[src/common/qm_pkg.sv]
package qm_pkg;

  // Timing
  localparam int CLK_MHZ = 100;
  localparam int LOAD_HOLD_NS = 300;
  localparam int LOAD_HOLD_CYC = (LOAD_HOLD_NS * CLK_MHZ + 999) / 1000;
  localparam logic [4:0] LOAD_HOLD_LAST = 5'(LOAD_HOLD_CYC - 1);
  localparam logic [3:0] SCAN_DIV_LAST = 4'h3;
  localparam int BAUD_UNIT_CYC = 16;

  // Register indices; byte address is four times the index
  localparam logic [2:0] REG_CSR = 3'h0;
  localparam logic [2:0] REG_RECEIVE_BUFFER_REG_LPR = 3'h2;
  localparam logic [2:0] REG_TCR = 3'h4;
  localparam logic [2:0] REG_MSR_TDR = 3'h6;

  // control_status_reg fields
  localparam int CSR_LOOPBACK_BIT_A = 3;
  localparam int CSR_CLR = 4;
  localparam int CSR_MSE = 5;
  localparam int CSR_RIE = 6;
  localparam int CSR_SAE = 12;
  localparam int CSR_TIE = 14;

  // line_param_reg fields
  localparam int LPR_LEN = 3;
  localparam int LPR_STOP = 5;
  localparam int LPR_PAREN = 6;
  localparam int LPR_ODD = 7;
  localparam int LPR_SPEED = 8;
  localparam int LPR_RXEN = 12;
  localparam logic [3:0] CHAR_LEN_BASE = 4'h5;

  // transmit_control_reg and transmit_data_reg high-byte fields
  localparam int TCR_DTR = 8;
  localparam int TDR_BRK = 8;

  // Silo
  localparam int SILO_DEPTH = 64;
  localparam logic [4:0] SILO_ALARM_LVL = 5'h10;

  // Reset values
  localparam logic [31:0] RDATA_RST = 32'h0000_0000;
  localparam logic [12:0] LPR_RST = 13'h0000;

endpackage : qm_pkg

[src/common/line_if.sv]
`timescale 1ns/1ns
interface line_if;
  logic [1:0] len_sel;
  logic two_stop;
  logic par_en;
  logic odd_parity_bit;
  logic rx_en;
  logic [3:0] speed;
  logic tx_load;
  logic [7:0] tx_data;
  logic tx_break;
  logic tx_empty;
  logic rx_avail;
  logic [10:0] rx_word;
  logic rx_clr;
  logic serial_in;
  logic serial_out;
  modport ctrl (output len_sel, two_stop, par_en, odd_parity_bit, rx_en, speed, tx_load,
    tx_data, tx_break, rx_clr, serial_in, input tx_empty, rx_avail, rx_word, serial_out);
  modport port (input len_sel, two_stop, par_en, odd_parity_bit, rx_en, speed, tx_load,
    tx_data, tx_break, rx_clr, serial_in, output tx_empty, rx_avail, rx_word, serial_out);
endinterface : line_if

[src/serial_line.sv]
`timescale 1ns/1ns
module serial_line (
  input wire logic i_sys_clk,
  input wire logic i_rst,
  line_if.port lp
);
  typedef enum {RX_IDLE, RX_START, RX_BITS, RX_STOP, RX_MARK} rx_state_e;

  logic [15:0] per;
  logic [3:0] len;
  logic [7:0] mask;
  logic [3:0] rx_bits;
  assign per = 16'((32'(lp.speed) + 1) * qm_pkg::BAUD_UNIT_CYC);
  assign len = qm_pkg::CHAR_LEN_BASE + {2'h0, lp.len_sel};
  assign mask = 8'(8'hFF >> (4'h8 - len));
  assign rx_bits = len + {3'h0, lp.par_en};

  ////////////////////////////////////////////////////////////////////////////
  logic [7:0] hold_q;
  logic full_q;
  logic busy_q;
  logic [11:0] tsh_q;
  logic [3:0] tleft_q;
  logic [15:0] ttmr_q;
  logic out_q;
  logic [11:0] frame;
  logic tpar;
  assign tpar = ^(hold_q & mask) ^ lp.odd_parity_bit;
  assign lp.tx_empty = ~full_q;
  assign lp.serial_out = out_q;

  always_comb begin
    frame = 12'hFFF;
    frame[0] = 1'b0;
    for (int i = 0; i < 8; i++) begin
      if (i < 32'(len)) frame[i + 1] = hold_q[i];
    end
    if (lp.par_en) frame[len + 4'h1] = tpar;
  end

  always_ff @(posedge i_sys_clk) begin
    if (i_rst) begin
      hold_q <= 8'h00;
      full_q <= 1'b0;
      busy_q <= 1'b0;
      tsh_q <= 12'hFFF;
      tleft_q <= 4'h0;
      ttmr_q <= 16'h0000;
      out_q <= 1'b1;
    end else begin
      if (lp.tx_load) begin
        hold_q <= lp.tx_data;
        full_q <= 1'b1;
      end
      if (!busy_q && full_q) begin
        tsh_q <= frame;
        tleft_q <= 4'h2 + rx_bits + {3'h0, lp.two_stop};
        ttmr_q <= per - 16'h1;
        busy_q <= 1'b1;
        full_q <= 1'b0;
      end else if (busy_q) begin
        if (ttmr_q == 16'h0000) begin
          ttmr_q <= per - 16'h1;
          tsh_q <= {1'b1, tsh_q[11:1]};
          tleft_q <= tleft_q - 4'h1;
          if (tleft_q == 4'h1) busy_q <= 1'b0;
        end else begin
          ttmr_q <= ttmr_q - 16'h1;
        end
      end
      // Break overrides any character in flight
      out_q <= lp.tx_break ? 1'b0 : (busy_q ? tsh_q[0] : 1'b1);
    end
  end

  ////////////////////////////////////////////////////////////////////////////
  rx_state_e st_q;
  logic [15:0] rtmr_q;
  logic [3:0] rcnt_q;
  logic [8:0] rsh_q;
  logic da_q;
  logic [10:0] word_q;
  logic [8:0] aligned;
  logic [7:0] rdata;
  logic perr;
  assign aligned = rsh_q >> (4'h9 - rx_bits);
  assign rdata = aligned[7:0] & mask;
  assign perr = lp.par_en & (^rdata ^ lp.odd_parity_bit ^ aligned[len]);
  assign lp.rx_avail = da_q;
  assign lp.rx_word = word_q;

  always_ff @(posedge i_sys_clk) begin
    if (i_rst) begin
      st_q <= RX_IDLE;
      rtmr_q <= 16'h0000;
      rcnt_q <= 4'h0;
      rsh_q <= 9'h000;
      da_q <= 1'b0;
      word_q <= 11'h000;
    end else begin
      if (lp.rx_clr) da_q <= 1'b0;
      case (st_q)
        RX_IDLE: begin
          if (lp.rx_en && !lp.serial_in) begin
            st_q <= RX_START;
            rtmr_q <= per >> 1;
          end
        end
        RX_START: begin
          if (rtmr_q != 16'h0000) begin
            rtmr_q <= rtmr_q - 16'h1;
          end else if (lp.serial_in) begin
            st_q <= RX_IDLE;
          end else begin
            st_q <= RX_BITS;
            rtmr_q <= per - 16'h1;
            rcnt_q <= 4'h0;
          end
        end
        RX_BITS: begin
          if (rtmr_q != 16'h0000) begin
            rtmr_q <= rtmr_q - 16'h1;
          end else begin
            rsh_q <= {lp.serial_in, rsh_q[8:1]};
            rcnt_q <= rcnt_q + 4'h1;
            rtmr_q <= per - 16'h1;
            if (rcnt_q == rx_bits - 4'h1) st_q <= RX_STOP;
          end
        end
        RX_STOP: begin
          if (rtmr_q != 16'h0000) begin
            rtmr_q <= rtmr_q - 16'h1;
          end else begin
            da_q <= 1'b1;
            // Stop sampled at space gives a framing error, so a break does too
            word_q <= {da_q & ~lp.rx_clr, ~lp.serial_in, perr, rdata};
            st_q <= lp.serial_in ? RX_IDLE : RX_MARK;
          end
        end
        RX_MARK: begin
          if (lp.serial_in) st_q <= RX_IDLE;
        end
        default: st_q <= RX_IDLE;
      endcase
    end
  end
endmodule : serial_line

[src/quad_async_serial_multiplexer.sv]
// Decided for this implementation: the register addresses and the Avalon-MM slave port.
`timescale 1ns/1ns
// Operation
// Break bit holds its line at space
// Continuous space is received as framing error
// Length select sets receive and transmit length
// Clear bit drives master clear
// Init from clear bit or bus initialize
// Modem status 11:8 show carrier 3:0
// Buffer read latches done as valid bit
// Done is silo output ready, shown in status
// Control bits 11:8 drive terminal ready 0:3
// Control bits 3:0 enable line transmission
// Parameter write targets line in bits 1:0
// Parameter or data writes delay reply 300 ns
// Maintenance loops each output to its input
// Scan enable gates scanning and scan clock
// Scan clock divided from system clock
// Buffer bits 14:12 overrun, framing, parity
// Received character in buffer bits 7:0
// Bit 6 parity enable, bit 7 odd
// Modem status 3:0 show ring 0:3
// Stop bit at space flags framing error
// Status bit 6 is receive interrupt enable
// Buffer read advances the silo
// Alarm after 16 characters, cleared by read
// Status 12 alarm enable, 13 alarm
// Status 9:8 line, 15 ready, 14 enable
// Speed 11:8, stop 5, receive enable 12
module quad_async_serial_multiplexer (
  input wire logic i_sys_clk,
  input wire logic i_rst,
  input wire logic [2:0] i_avs_address,
  input wire logic i_avs_read,
  input wire logic i_avs_write,
  input wire logic [31:0] i_avs_writedata,
  input wire logic [3:0] i_avs_byteenable,
  output logic [31:0] o_avs_readdata,
  output logic o_avs_waitrequest,
  input wire logic [3:0] i_serial_in,
  output logic [3:0] o_serial_out,
  output logic [3:0] o_terminal_ready,
  input wire logic [3:0] i_carrier,
  input wire logic [3:0] i_ring
);

  ////////////////////////////////////////////////////////////////////////////
  // Control state
  logic clr_q;
  logic init;
  logic loopback_bit_a_q;
  logic mse_q;
  logic rie_q;
  logic sae_q;
  logic tie_q;
  logic [3:0] line_en_q;
  logic [3:0] dtr_q;
  logic [3:0] break_q;
  logic [12:0] lpr_q [4];

  // Master clear is a one-cycle pulse: it clears itself along with the rest
  assign init = i_rst | clr_q;

  ////////////////////////////////////////////////////////////////////////////
  // Bus slave
  logic wait_q;
  logic [4:0] hold_cnt_q;
  logic [31:0] rdata_q;
  logic req;
  logic load_wr;
  logic go;
  logic wr_go;
  logic rd_go;
  logic [31:0] rd_mux;

  assign req = i_avs_read | i_avs_write;
  assign load_wr = i_avs_write &
    ((i_avs_address == qm_pkg::REG_RECEIVE_BUFFER_REG_LPR) | (i_avs_address == qm_pkg::REG_MSR_TDR));
  assign go = req & wait_q & (!load_wr || (hold_cnt_q == qm_pkg::LOAD_HOLD_LAST));
  assign wr_go = go & i_avs_write;
  assign rd_go = go & i_avs_read;

  always_ff @(posedge i_sys_clk) begin
    if (i_rst) begin
      wait_q <= 1'b1;
      hold_cnt_q <= 5'h00;
    end else begin
      wait_q <= ~go;
      // Loads hold off the answer for a fixed LOAD_HOLD_CYC cycles, whether or not the line logic takes them
      hold_cnt_q <= (req && wait_q && !go) ? hold_cnt_q + 5'h01 : 5'h00;
    end
  end

  always_ff @(posedge i_sys_clk) begin
    if (i_rst) begin
      rdata_q <= qm_pkg::RDATA_RST;
    end else if (rd_go) begin
      rdata_q <= rd_mux;
    end
  end

  assign o_avs_waitrequest = wait_q;
  assign o_avs_readdata = rdata_q;

  logic csr_wr;
  logic lpr_wr;
  logic tcr_wr;
  logic tdr_wr;
  logic receive_buffer_reg_rd;
  assign csr_wr = wr_go & (i_avs_address == qm_pkg::REG_CSR);
  assign lpr_wr = wr_go & (i_avs_address == qm_pkg::REG_RECEIVE_BUFFER_REG_LPR);
  assign tcr_wr = wr_go & (i_avs_address == qm_pkg::REG_TCR);
  assign tdr_wr = wr_go & (i_avs_address == qm_pkg::REG_MSR_TDR);
  assign receive_buffer_reg_rd = rd_go & (i_avs_address == qm_pkg::REG_RECEIVE_BUFFER_REG_LPR);

  ////////////////////////////////////////////////////////////////////////////
  // Register writes
  always_ff @(posedge i_sys_clk) begin
    if (init) begin
      clr_q <= 1'b0;
      loopback_bit_a_q <= 1'b0;
      mse_q <= 1'b0;
      rie_q <= 1'b0;
    end else if (csr_wr && i_avs_byteenable[0]) begin
      clr_q <= i_avs_writedata[qm_pkg::CSR_CLR];
      loopback_bit_a_q <= i_avs_writedata[qm_pkg::CSR_LOOPBACK_BIT_A];
      mse_q <= i_avs_writedata[qm_pkg::CSR_MSE];
      rie_q <= i_avs_writedata[qm_pkg::CSR_RIE];
    end
  end

  always_ff @(posedge i_sys_clk) begin
    if (init) begin
      sae_q <= 1'b0;
      tie_q <= 1'b0;
    end else if (csr_wr && i_avs_byteenable[1]) begin
      sae_q <= i_avs_writedata[qm_pkg::CSR_SAE];
      tie_q <= i_avs_writedata[qm_pkg::CSR_TIE];
    end
  end

  always_ff @(posedge i_sys_clk) begin
    if (init) begin
      line_en_q <= 4'h0;
      dtr_q <= 4'h0;
    end else if (tcr_wr) begin
      if (i_avs_byteenable[0]) line_en_q <= i_avs_writedata[3:0];
      if (i_avs_byteenable[1]) dtr_q <= i_avs_writedata[qm_pkg::TCR_DTR +: 4];
    end
  end

  assign o_terminal_ready = dtr_q;

  always_ff @(posedge i_sys_clk) begin
    if (init) begin
      break_q <= 4'h0;
    end else if (tdr_wr && i_avs_byteenable[1]) begin
      break_q <= i_avs_writedata[qm_pkg::TDR_BRK +: 4];
    end
  end

  always_ff @(posedge i_sys_clk) begin
    if (init) begin
      for (int i = 0; i < 4; i++) begin
        lpr_q[i] <= qm_pkg::LPR_RST;
      end
    end else if (lpr_wr) begin
      // Only the addressed line takes the new speed and format
      lpr_q[i_avs_writedata[1:0]] <= i_avs_writedata[12:0];
    end
  end

  ////////////////////////////////////////////////////////////////////////////
  // Scan clock
  logic [3:0] scan_cnt_q;
  logic scan_tick;

  always_ff @(posedge i_sys_clk) begin
    if (init || !mse_q) begin
      scan_cnt_q <= 4'h0;
    end else if (scan_cnt_q == qm_pkg::SCAN_DIV_LAST) begin
      scan_cnt_q <= 4'h0;
    end else begin
      scan_cnt_q <= scan_cnt_q + 4'h1;
    end
  end

  assign scan_tick = mse_q & (scan_cnt_q == qm_pkg::SCAN_DIV_LAST);

  ////////////////////////////////////////////////////////////////////////////
  // Lines
  line_if lif [4] ();
  logic [3:0] tx_empty;
  logic [3:0] rx_avail;
  logic [10:0] rx_word [4];
  logic [3:0] line_out;
  logic [1:0] tline_q;
  logic tx_ready_status_q;
  logic [1:0] rline_q;
  logic push;
  logic silo_full;

  for (genvar g = 0; g < 4; g++) begin : g_line
    assign lif[g].len_sel = lpr_q[g][qm_pkg::LPR_LEN +: 2];
    assign lif[g].two_stop = lpr_q[g][qm_pkg::LPR_STOP];
    assign lif[g].par_en = lpr_q[g][qm_pkg::LPR_PAREN];
    assign lif[g].odd_parity_bit = lpr_q[g][qm_pkg::LPR_ODD];
    assign lif[g].speed = lpr_q[g][qm_pkg::LPR_SPEED +: 4];
    assign lif[g].rx_en = lpr_q[g][qm_pkg::LPR_RXEN];
    assign lif[g].tx_load = tdr_wr & i_avs_byteenable[0] & tx_ready_status_q & (tline_q == 2'(g));
    assign lif[g].tx_data = i_avs_writedata[7:0];
    assign lif[g].tx_break = break_q[g];
    assign lif[g].rx_clr = push & (rline_q == 2'(g));
    assign lif[g].serial_in = loopback_bit_a_q ? line_out[g] : i_serial_in[g];
    assign tx_empty[g] = lif[g].tx_empty;
    assign rx_avail[g] = lif[g].rx_avail;
    assign rx_word[g] = lif[g].rx_word;
    assign line_out[g] = lif[g].serial_out;

    serial_line u_line (
      .i_sys_clk(i_sys_clk),
      .i_rst(init),
      .lp(lif[g])
    );
  end

  assign o_serial_out = line_out;

  ////////////////////////////////////////////////////////////////////////////
  // Transmit scanner
  always_ff @(posedge i_sys_clk) begin
    if (init) begin
      tline_q <= 2'h0;
      tx_ready_status_q <= 1'b0;
    end else if (!mse_q) begin
      tx_ready_status_q <= 1'b0;
    end else if (tx_ready_status_q) begin
      // A load or a disabled line releases the scanner to move on
      if ((tdr_wr && i_avs_byteenable[0]) || !line_en_q[tline_q]) begin
        tx_ready_status_q <= 1'b0;
      end
    end else if (scan_tick) begin
      if (line_en_q[tline_q] && tx_empty[tline_q]) begin
        tx_ready_status_q <= 1'b1;
      end else begin
        tline_q <= tline_q + 2'h1;
      end
    end
  end

  ////////////////////////////////////////////////////////////////////////////
  // Receive scanner and silo
  logic [12:0] silo_mem [qm_pkg::SILO_DEPTH];
  logic [5:0] wr_ptr_q;
  logic [5:0] rd_ptr_q;
  logic [6:0] count_q;
  logic rx_done_status;
  logic pop;
  logic [12:0] silo_out;

  assign silo_full = count_q == 7'(qm_pkg::SILO_DEPTH);
  assign push = scan_tick & rx_avail[rline_q] & ~silo_full;
  // One storage array, so its output-ready is the whole silo's
  assign rx_done_status = count_q != 7'h00;
  assign pop = receive_buffer_reg_rd & rx_done_status;
  assign silo_out = silo_mem[rd_ptr_q];

  always_ff @(posedge i_sys_clk) begin
    if (init) begin
      rline_q <= 2'h0;
    end else if (scan_tick) begin
      rline_q <= rline_q + 2'h1;
    end
  end

  always_ff @(posedge i_sys_clk) begin
    if (push) begin
      silo_mem[wr_ptr_q] <= {rx_word[rline_q][10:8], rline_q, rx_word[rline_q][7:0]};
    end
  end

  always_ff @(posedge i_sys_clk) begin
    if (init) begin
      wr_ptr_q <= 6'h00;
      rd_ptr_q <= 6'h00;
      count_q <= 7'h00;
    end else begin
      if (push) wr_ptr_q <= wr_ptr_q + 6'h01;
      if (pop) rd_ptr_q <= rd_ptr_q + 6'h01;
      count_q <= count_q + {6'h00, push} - {6'h00, pop};
    end
  end

  ////////////////////////////////////////////////////////////////////////////
  // Silo alarm
  logic [4:0] sa_cnt_q;
  logic sa_q;
  logic sa_set;

  assign sa_set = push & (sa_cnt_q == qm_pkg::SILO_ALARM_LVL - 5'h01);

  always_ff @(posedge i_sys_clk) begin
    if (init || !sae_q) begin
      sa_cnt_q <= 5'h00;
      sa_q <= 1'b0;
    end else if (receive_buffer_reg_rd) begin
      // A character arriving with the read still counts toward the next alarm
      sa_cnt_q <= {4'h0, push};
      sa_q <= sa_set;
    end else begin
      if (push && sa_cnt_q != qm_pkg::SILO_ALARM_LVL) sa_cnt_q <= sa_cnt_q + 5'h01;
      sa_q <= sa_q | sa_set;
    end
  end

  ////////////////////////////////////////////////////////////////////////////
  // Read data
  always_comb begin
    rd_mux = 32'h0000_0000;
    case (i_avs_address)
      qm_pkg::REG_CSR: begin
        rd_mux[15:0] = {tx_ready_status_q, tie_q, sa_q, sae_q, 2'h0, tline_q, rx_done_status, rie_q,
          mse_q, clr_q, loopback_bit_a_q, 3'h0};
      end
      qm_pkg::REG_RECEIVE_BUFFER_REG_LPR: begin
        rd_mux[15:0] = {rx_done_status, silo_out[12:10], 2'h0, silo_out[9:0]};
      end
      qm_pkg::REG_TCR: begin
        rd_mux[15:0] = {4'h0, dtr_q, 4'h0, line_en_q};
      end
      qm_pkg::REG_MSR_TDR: begin
        rd_mux[15:0] = {4'h0, i_carrier, 4'h0, i_ring};
      end
      default: rd_mux = 32'h0000_0000;
    endcase
  end

endmodule : quad_async_serial_multiplexer

[config.mk]
export PLATFORM = sky130hd
export DESIGN_NAME = quad_async_serial_multiplexer
export DESIGN_NICKNAME = d
export VERILOG_FILES = /design/src/common/qm_pkg.sv /design/src/common/line_if.sv /design/src/serial_line.sv /design/src/quad_async_serial_multiplexer.sv
export SDC_FILE = /design/constraint.sdc
export NUM_CORES = 2
export LEC_CHECK = 0
export BUFFER_PORTS_ARGS = -buffer_cell sky130_fd_sc_hd__buf_2
export CAP_MARGIN = 20
export CORE_MARGIN = 10
export CORE_UTILIZATION = 45
export CTS_BUF_LIST = sky130_fd_sc_hd__clkbuf_2 sky130_fd_sc_hd__clkbuf_4 sky130_fd_sc_hd__clkbuf_8
export DETAILED_ROUTE_END_ITERATION = 16
export GPL_ROUTABILITY_DRIVEN = 0
export PLACE_DENSITY = 0.68
export SETUP_SLACK_MARGIN = 0.1
export SLEW_MARGIN = 20
export SYNTH_ARGS = -nofsm -noshare
export SYNTH_HDL_FRONTEND = slang
export SYNTH_SLANG_ARGS = --single-unit
export TNS_END_PERCENT = 5
[constraint.sdc]
create_clock -name i_sys_clk -period 8 [get_ports i_sys_clk]
set_input_delay 0.8 -clock i_sys_clk [delete_from_list [all_inputs] [get_ports i_sys_clk]]
set_output_delay 0.8 -clock i_sys_clk [all_outputs]
set_load 0.005 [all_outputs]
Word level (Yosys, flattened, before mapping)

Memories as Yosys holds them, arrays and structs flattened. A register that Yosys moved wholly into a read port is not among the register bits.
Index checks and enable logic that the tools add are counted.

Eq/ne operators: 74
Bitwise operators: 80
Muxes and demuxes: 237
Shift operators: 8
Reductions and logical operators: 114
Add/sub/neg operators: 65
$lt $le $gt $ge: 47

Operator list:

| cell                                                       | count |
|---|---|
| two-way mux 32 bit                                         | 24 |
| case mux 32 bit (5 select lines)                           | 4 |
| two-way mux 16 bit                                         | 32 |
| case mux 16 bit (4 select lines)                           | 5 |
| equality test 32 x 2 -> 1 bit, second input constant       | 8 |
| two-way mux 12 bit                                         | 16 |
| subtractor 16 x 1 -> 16 bit, second input constant         | 12 |
| equality test 32 x 1 -> 1 bit, second input constant       | 4 |
| equality test 32 x 3 -> 1 bit, second input constant       | 4 |
| logical NOT 32 bit                                         | 4 |
| two-way mux 1 bit                                          | 98 |
| two-way mux 4 bit                                          | 24 |
| bitwise AND 8 bit                                          | 8 |
| logical NOT 16 bit                                         | 4 |
| less-than comparator 3 x 4 -> 1 bit, first input constant  | 16 |
| nonzero test 16 bit                                        | 4 |
| parity 8 bit                                               | 8 |
| bitwise mux 12 bit                                         | 4 |
| less-than comparator 4 x 5 -> 1 bit, second input constant | 8 |
| adder 4 x 1 -> 4 bit, second input constant                | 9 |
| AND reduction 4 bit                                        | 9 |
| right shift 9 x 4 -> 9 bit                                 | 4 |
| bitwise AND 1 bit                                          | 33 |
| adder 4 x 1 -> 4 bit                                       | 8 |
| 56 further kinds                                           | 275 |

Memories kept: 2
Logic and storage cells: 701
Register bits: 538
Bits in writable memories: 884
Input port bits: 55

Memory list:

| memory   | depth | width | read ports | clocked after Yosys merged registers in | write ports | line                                 | source |
|---|---|---|---|---|---|---|---|
| silo_mem | 64    | 13    | 1          | 1                                       | 1           | quad_async_serial_multiplexer.sv:253 | `logic [12:0] silo_mem [qm_pkg::SILO_DEPTH];` |
| lpr_q    | 4     | 13    | 4          | 0                                       | 4           | quad_async_serial_multiplexer.sv:59  | `logic [12:0] lpr_q [4];` |

Longest topological paths before layout

Depth in word-level cells: 13
Gate-level depth with buffers: 19
Depth with buffers taken out: 19

Hierarchy

Synthesis repeated with hierarchy kept, for this count alone.

Cell total of the unflattened synthesis: 4,903
Area, all modules: 60,056.3 µm²

Modules (own cells, without submodules):

| module                              | cells each | seq. area each (µm²) | instances | area each (µm²) |
|---|---|---|---|---|
| quad_async_serial_multiplexer       | 2,013      | 27,786.6             | 1         | 37,902.6 |
| serial_line at g_line[0].u_line ... | 711        | 1,741.7              | 2         | 5,430.2 |
| serial_line at g_line[2].u_line     | 730        | 1,741.7              | 1         | 5,665.4 |
| serial_line at g_line[3].u_line     | 738        | 1,741.7              | 1         | 5,627.9 |

Worst setup path before layout

OpenSTA, ideal clock, no wires.

Path type: register to register
Start point: memory lpr_q[0][3]
End point: register g_line[0].u_line.word_q[8]
Data arrival time: 3,919 ps
Clock period less this slack: 3,990 ps
Path buffers: 2
Stages on the path, launching flop included: 16
Required time: 7,929 ps
Setup slack: 4,010 ps
Setup time: 71 ps
Cells stage by stage: edfxtp_1 > clkbuf_1 > inv_1 > ha_1 > inv_1 > fa_1 > ha_1 > clkbuf_1 > mux4_2 > a22oi_1 > xor2_1 > xnor2_1 > nand3_1 > xnor3_1 > nand3_1 > a21oi_1

RTL lines:

| element                | line                                | source |
|---|---|---|
| start: declaration     | quad_async_serial_multiplexer.sv:59 |  |
| end signal: assignment | serial_line.sv:136                  | `word_q <= {da_q & ~lp.rx_clr, ~lp.serial_in, perr, rdata};` |
| end: declaration       | serial_line.sv:82                   | `logic [10:0] word_q;` |

==> flow_summary.json <==
{
  "placement_rows": 133,
  "clock_sinks": 1300,
  "r2r_cells": 13,
  "grt_pass1_wl_mm": 222,
  "hold_end": "o_avs_waitrequest",
  "synth-seq-cells": 1300,
  "arrival_ns": 5.21,
  "grt_max_degree": 152,
  "yosysMostFrequentCell": "edfxtp_1",
  "clk_latency_ns": 0.92,
  "crit_type": "reg2reg",
  "cp_cell_sequence": "inv_1 > ha_1 > inv_1 > fa_1 > ha_1 > xor2_1 > and2_1 > nor3b_2 > xnor3_1 > xnor3_1 > xnor3_1 > nand3_1 > a21oi_1",
  "setup_violations": 0,
  "nets": 4970,
  "power_switching_uw": 3400,
  "p_clk_frac": 0.406,
  "ys_warn_count": 0,
  "synth_commonest_cells": "872 x edfxtp_1, 445 x nand2_1, 442 x nor2_1",
  "rsz0062_at_grt": "false",
  "fp.dieArea_sq_um": 147000,
  "cp.required_ns": 8.75,
  "nFillCells": 11300,
  "initial_core_util": 0.452,
  "cts_buffers": 194,
  "r2r_end": "g_line[0].u_line.lp.rx_word[8]",
  "internal-power_uw": 10600,
  "syn_avg_cell_area_sq_um": 12.6,
  "critPathLaunchType": "register",
  "cts_setup_buffers": 0,
  "p_seq_frac": 0.516,
  "syn_inst": 4709,
  "rrSetupSlack_ns": 3.54,
  "p_comb_frac": 0.078,
  "wl_met1_mm": 62.8,
  "wl_per_cell_microns": 21.4,
  "grt_overflow": 0,
  "routed-via-count": 38700,
  "path_buf_inv": 2,
  "cts.hold.buffers_added": 0,
  "track_usage": 0.192,
  "cp-startpoint": "lpr_q[0][3]",
  "cts_resized": 0,
  "first_pass_iters": 6,
  "yosysTopAreaCellShare": 0.442,
  "cts.clk_slew.worst_paths_ns": 0.06,
  "finalPower_uw": 14000,
  "dp_hpwl_mm": 89.7,
  "cts_tree": "yes",
  "coreArea_sq_um": 131000,
  "h-tree-depth": 4,
  "critPathTopFamily": "adder cells",
  "fin_setup_tns_ns": 0,
  "antenna_found_initial": 9,
  "top_layer_used": "met4",
  "hp-class": "in2reg",
  "postRouteAntennaNets": 0,
  "io_buffers": 59,
  "crit_top_cell": "xnor3_1",
  "die_h_microns": 383,
  "worst_pin_slew_ns": 1.12,
  "clock_path_buffers": 3,
  "synth_area_leaders": "edfxtp_1 44%, dfxtp_1 14%, mux4_2 10%",
  "wl_met3_mm": 10.9,
  "slowest_delay_ns": 0.88,
  "synth_edf_count": 872,
  "min_delay_path_depth": 2,
  "postRouteWirelength_mm": 143,
  "irDropWorstVdd_mv": 0.165,
  "crit_fanout": 17,
  "min_period_ns": 4.46,
  "hold_viol": 0,
  "drc": 0,
  "min_from": "i_avs_read",
  "synthFlopType": "edfxtp_1",
  "leakagePower_uw": 0.0223,
  "cap_violations": 0,
  "fin_crit_sh": 0.558,
  "slew_viol_final": 0,
  "r2r_start": "lpr_q[0][3]",
  "dr.first_iter.drc_count": 3694,
  "slowest_stage": "fa_1",
  "grt_pass1_vias": 37200,
  "slew_headroom": 0.251,
  "synth_largest_area_cell": "edfxtp_1",
  "syn_to_final_growth_pct": 10.5,
  "async_flop_share": 0,
  "ys_seq_area_frac": 0.587,
  "synth.distinct_cells": 90,
  "status": "completed",
  "dr_wl_met2_mm": 66.0,
  "drive_above_1_share": 0.172,
  "fp.dieW_microns": 383,
  "clock_skew_ns": 0.0481,
  "cts_root_buffer": "clkbuf_8",
  "io_pins": 96,
  "max_freq_mhz": 224,
  "swShare": 0.242,
  "worstSetupEndpointType": "register",
  "pwr_density_cell_nw_per_um2": 214,
  "vias_per_cell": 5.77,
  "syn_area_sq_um": 59300
}
-- kinds of logic (layout without fill, tap and decap cells) --
kind of cell	after synthesis	in the layout	synth area share
fa+ha+maj	139	139	0.0300
other cells	1	21	0.0000633
mux	398	398	0.123
xor+xnor	149	149	0.0252
buf+inv	397	615	0.0286
flops	1300	1300	0.587
simple gates	1468	1468	0.118
compound gates	857	857	0.0889
-- cells in the final DEF (no fill, tap or decap), types with 49 or more instances in the layout --
master / instances
nor3_1: 100
buf_4: 74
nor2b_1: 49
o21ai_0: 230
a211oi_1: 77
xor2_1: 65
a22oi_1: 49
nor2_1: 412
and2_1: 60
ha_1: 134
nand3_1: 111
dfxtp_1: 422
clkbuf_4: 67
xnor2_1: 70
mux4_2: 261
buf_2: 59
clkbuf_8: 212
mux2i_1: 123
edfxtp_1: 872
nand2_1: 445
inv_1: 112
a21oi_1: 279
-- flip-flops by register name, summed over array words and instances, names as in the netlist, 12 cells and up, named ones only --
signal and count:
g_line.u_line.rtmr_q 64, silo_mem 832, g_line.u_line.rcnt_q 16, lpr_q 40, g_line.u_line.ttmr_q 64, g_line.u_line.st_q 12
g_line.u_line.rsh_q 36, g_line.u_line.lp.rx_word 44, g_line.u_line.hold_q 32, g_line.u_line.tsh_q 48, g_line.u_line.tleft_q 16, o_avs_readdata 16
-- per-stage QoR --
stage / std cells / cell area, sq um / worst slack, ns / hold slack [ns] / util
3_3_place_gp: 6334 / 61300 / 3.55 / 0.429 / 0.468
3_5_place_dp: 6334 / 61300 / 3.49 / 0.434 / 0.468
2_1_floorplan: 4724 / 59300 / 4.01 / 0.422 / -
6_report: 6702 / 65500 / 3.54 / 0.150 / 0.499
5_1_grt: 6699 / 65400 / 3.19 / 0.0906 / 0.499
4_1_cts: 6696 / 65400 / 3.52 / 0.0619 / 0.499
-- layout make-up --
class,count,area (sq um),area share
diodes,5,12.5,0.000191
flip-flops and latches,1300,34800,0.531
inverters,114,428,0.00654
well taps,1755,2200,0.0335
repair buffers,139,962,0.0147
multi-input cells,3027,23000,0.351
clock buffers,279,3420,0.0523
clock inverters,83,689,0.0105
-- worst reg2reg max path, stage by stage, from the launching register on --
cell and delay, ns:
edfxtp_1 0.55, inv_1 0.32, ha_1 0.20, inv_1 0.04, fa_1 0.88, ha_1 0.29, xor2_1 0.48, and2_1 0.25
nor3b_2 0.25, xnor3_1 0.36, xnor3_1 0.20, xnor3_1 0.33, nand3_1 0.09, a21oi_1 0.07
-- power groups by stage --
stage	Clock, uW	Combinational [uW]	Sequential [uW]
6_report	5690	1090	7230
5_1_grt	6080	1220	7240
3_3_place_gp	0	1060	7370
2_1_floorplan	0	854	7340
3_5_place_dp	0	1080	7380
4_1_cts	5780	1080	7230
-- routing by layer --
layer	GRT usage	vias up
li1	-	17800
met2	0.302	1380
met5	0	-
met3	0.0380	234
met1	0.270	19300
met4	0.0580	0
-- worst max-delay path by stage --
| stage | endpoint | slack (ns) | cells past startpoint |
|---|---|---|---|
| after floorplan | g_line[0].u_line.lp.rx_word[8] | 4.01 | 15 |
| after global placement | count_q[6] | 3.55 | 17 |
| after detailed placement | count_q[6] | 3.49 | 17 |
| after CTS | g_line[0].u_line.lp.rx_word[8] | 3.52 | 13 |
| after global routing | g_line[0].u_line.lp.rx_word[8] | 3.19 | 13 |
| final | g_line[0].u_line.lp.rx_word[8] | 3.54 | 13 |
(Power assumes the default switching activity.)
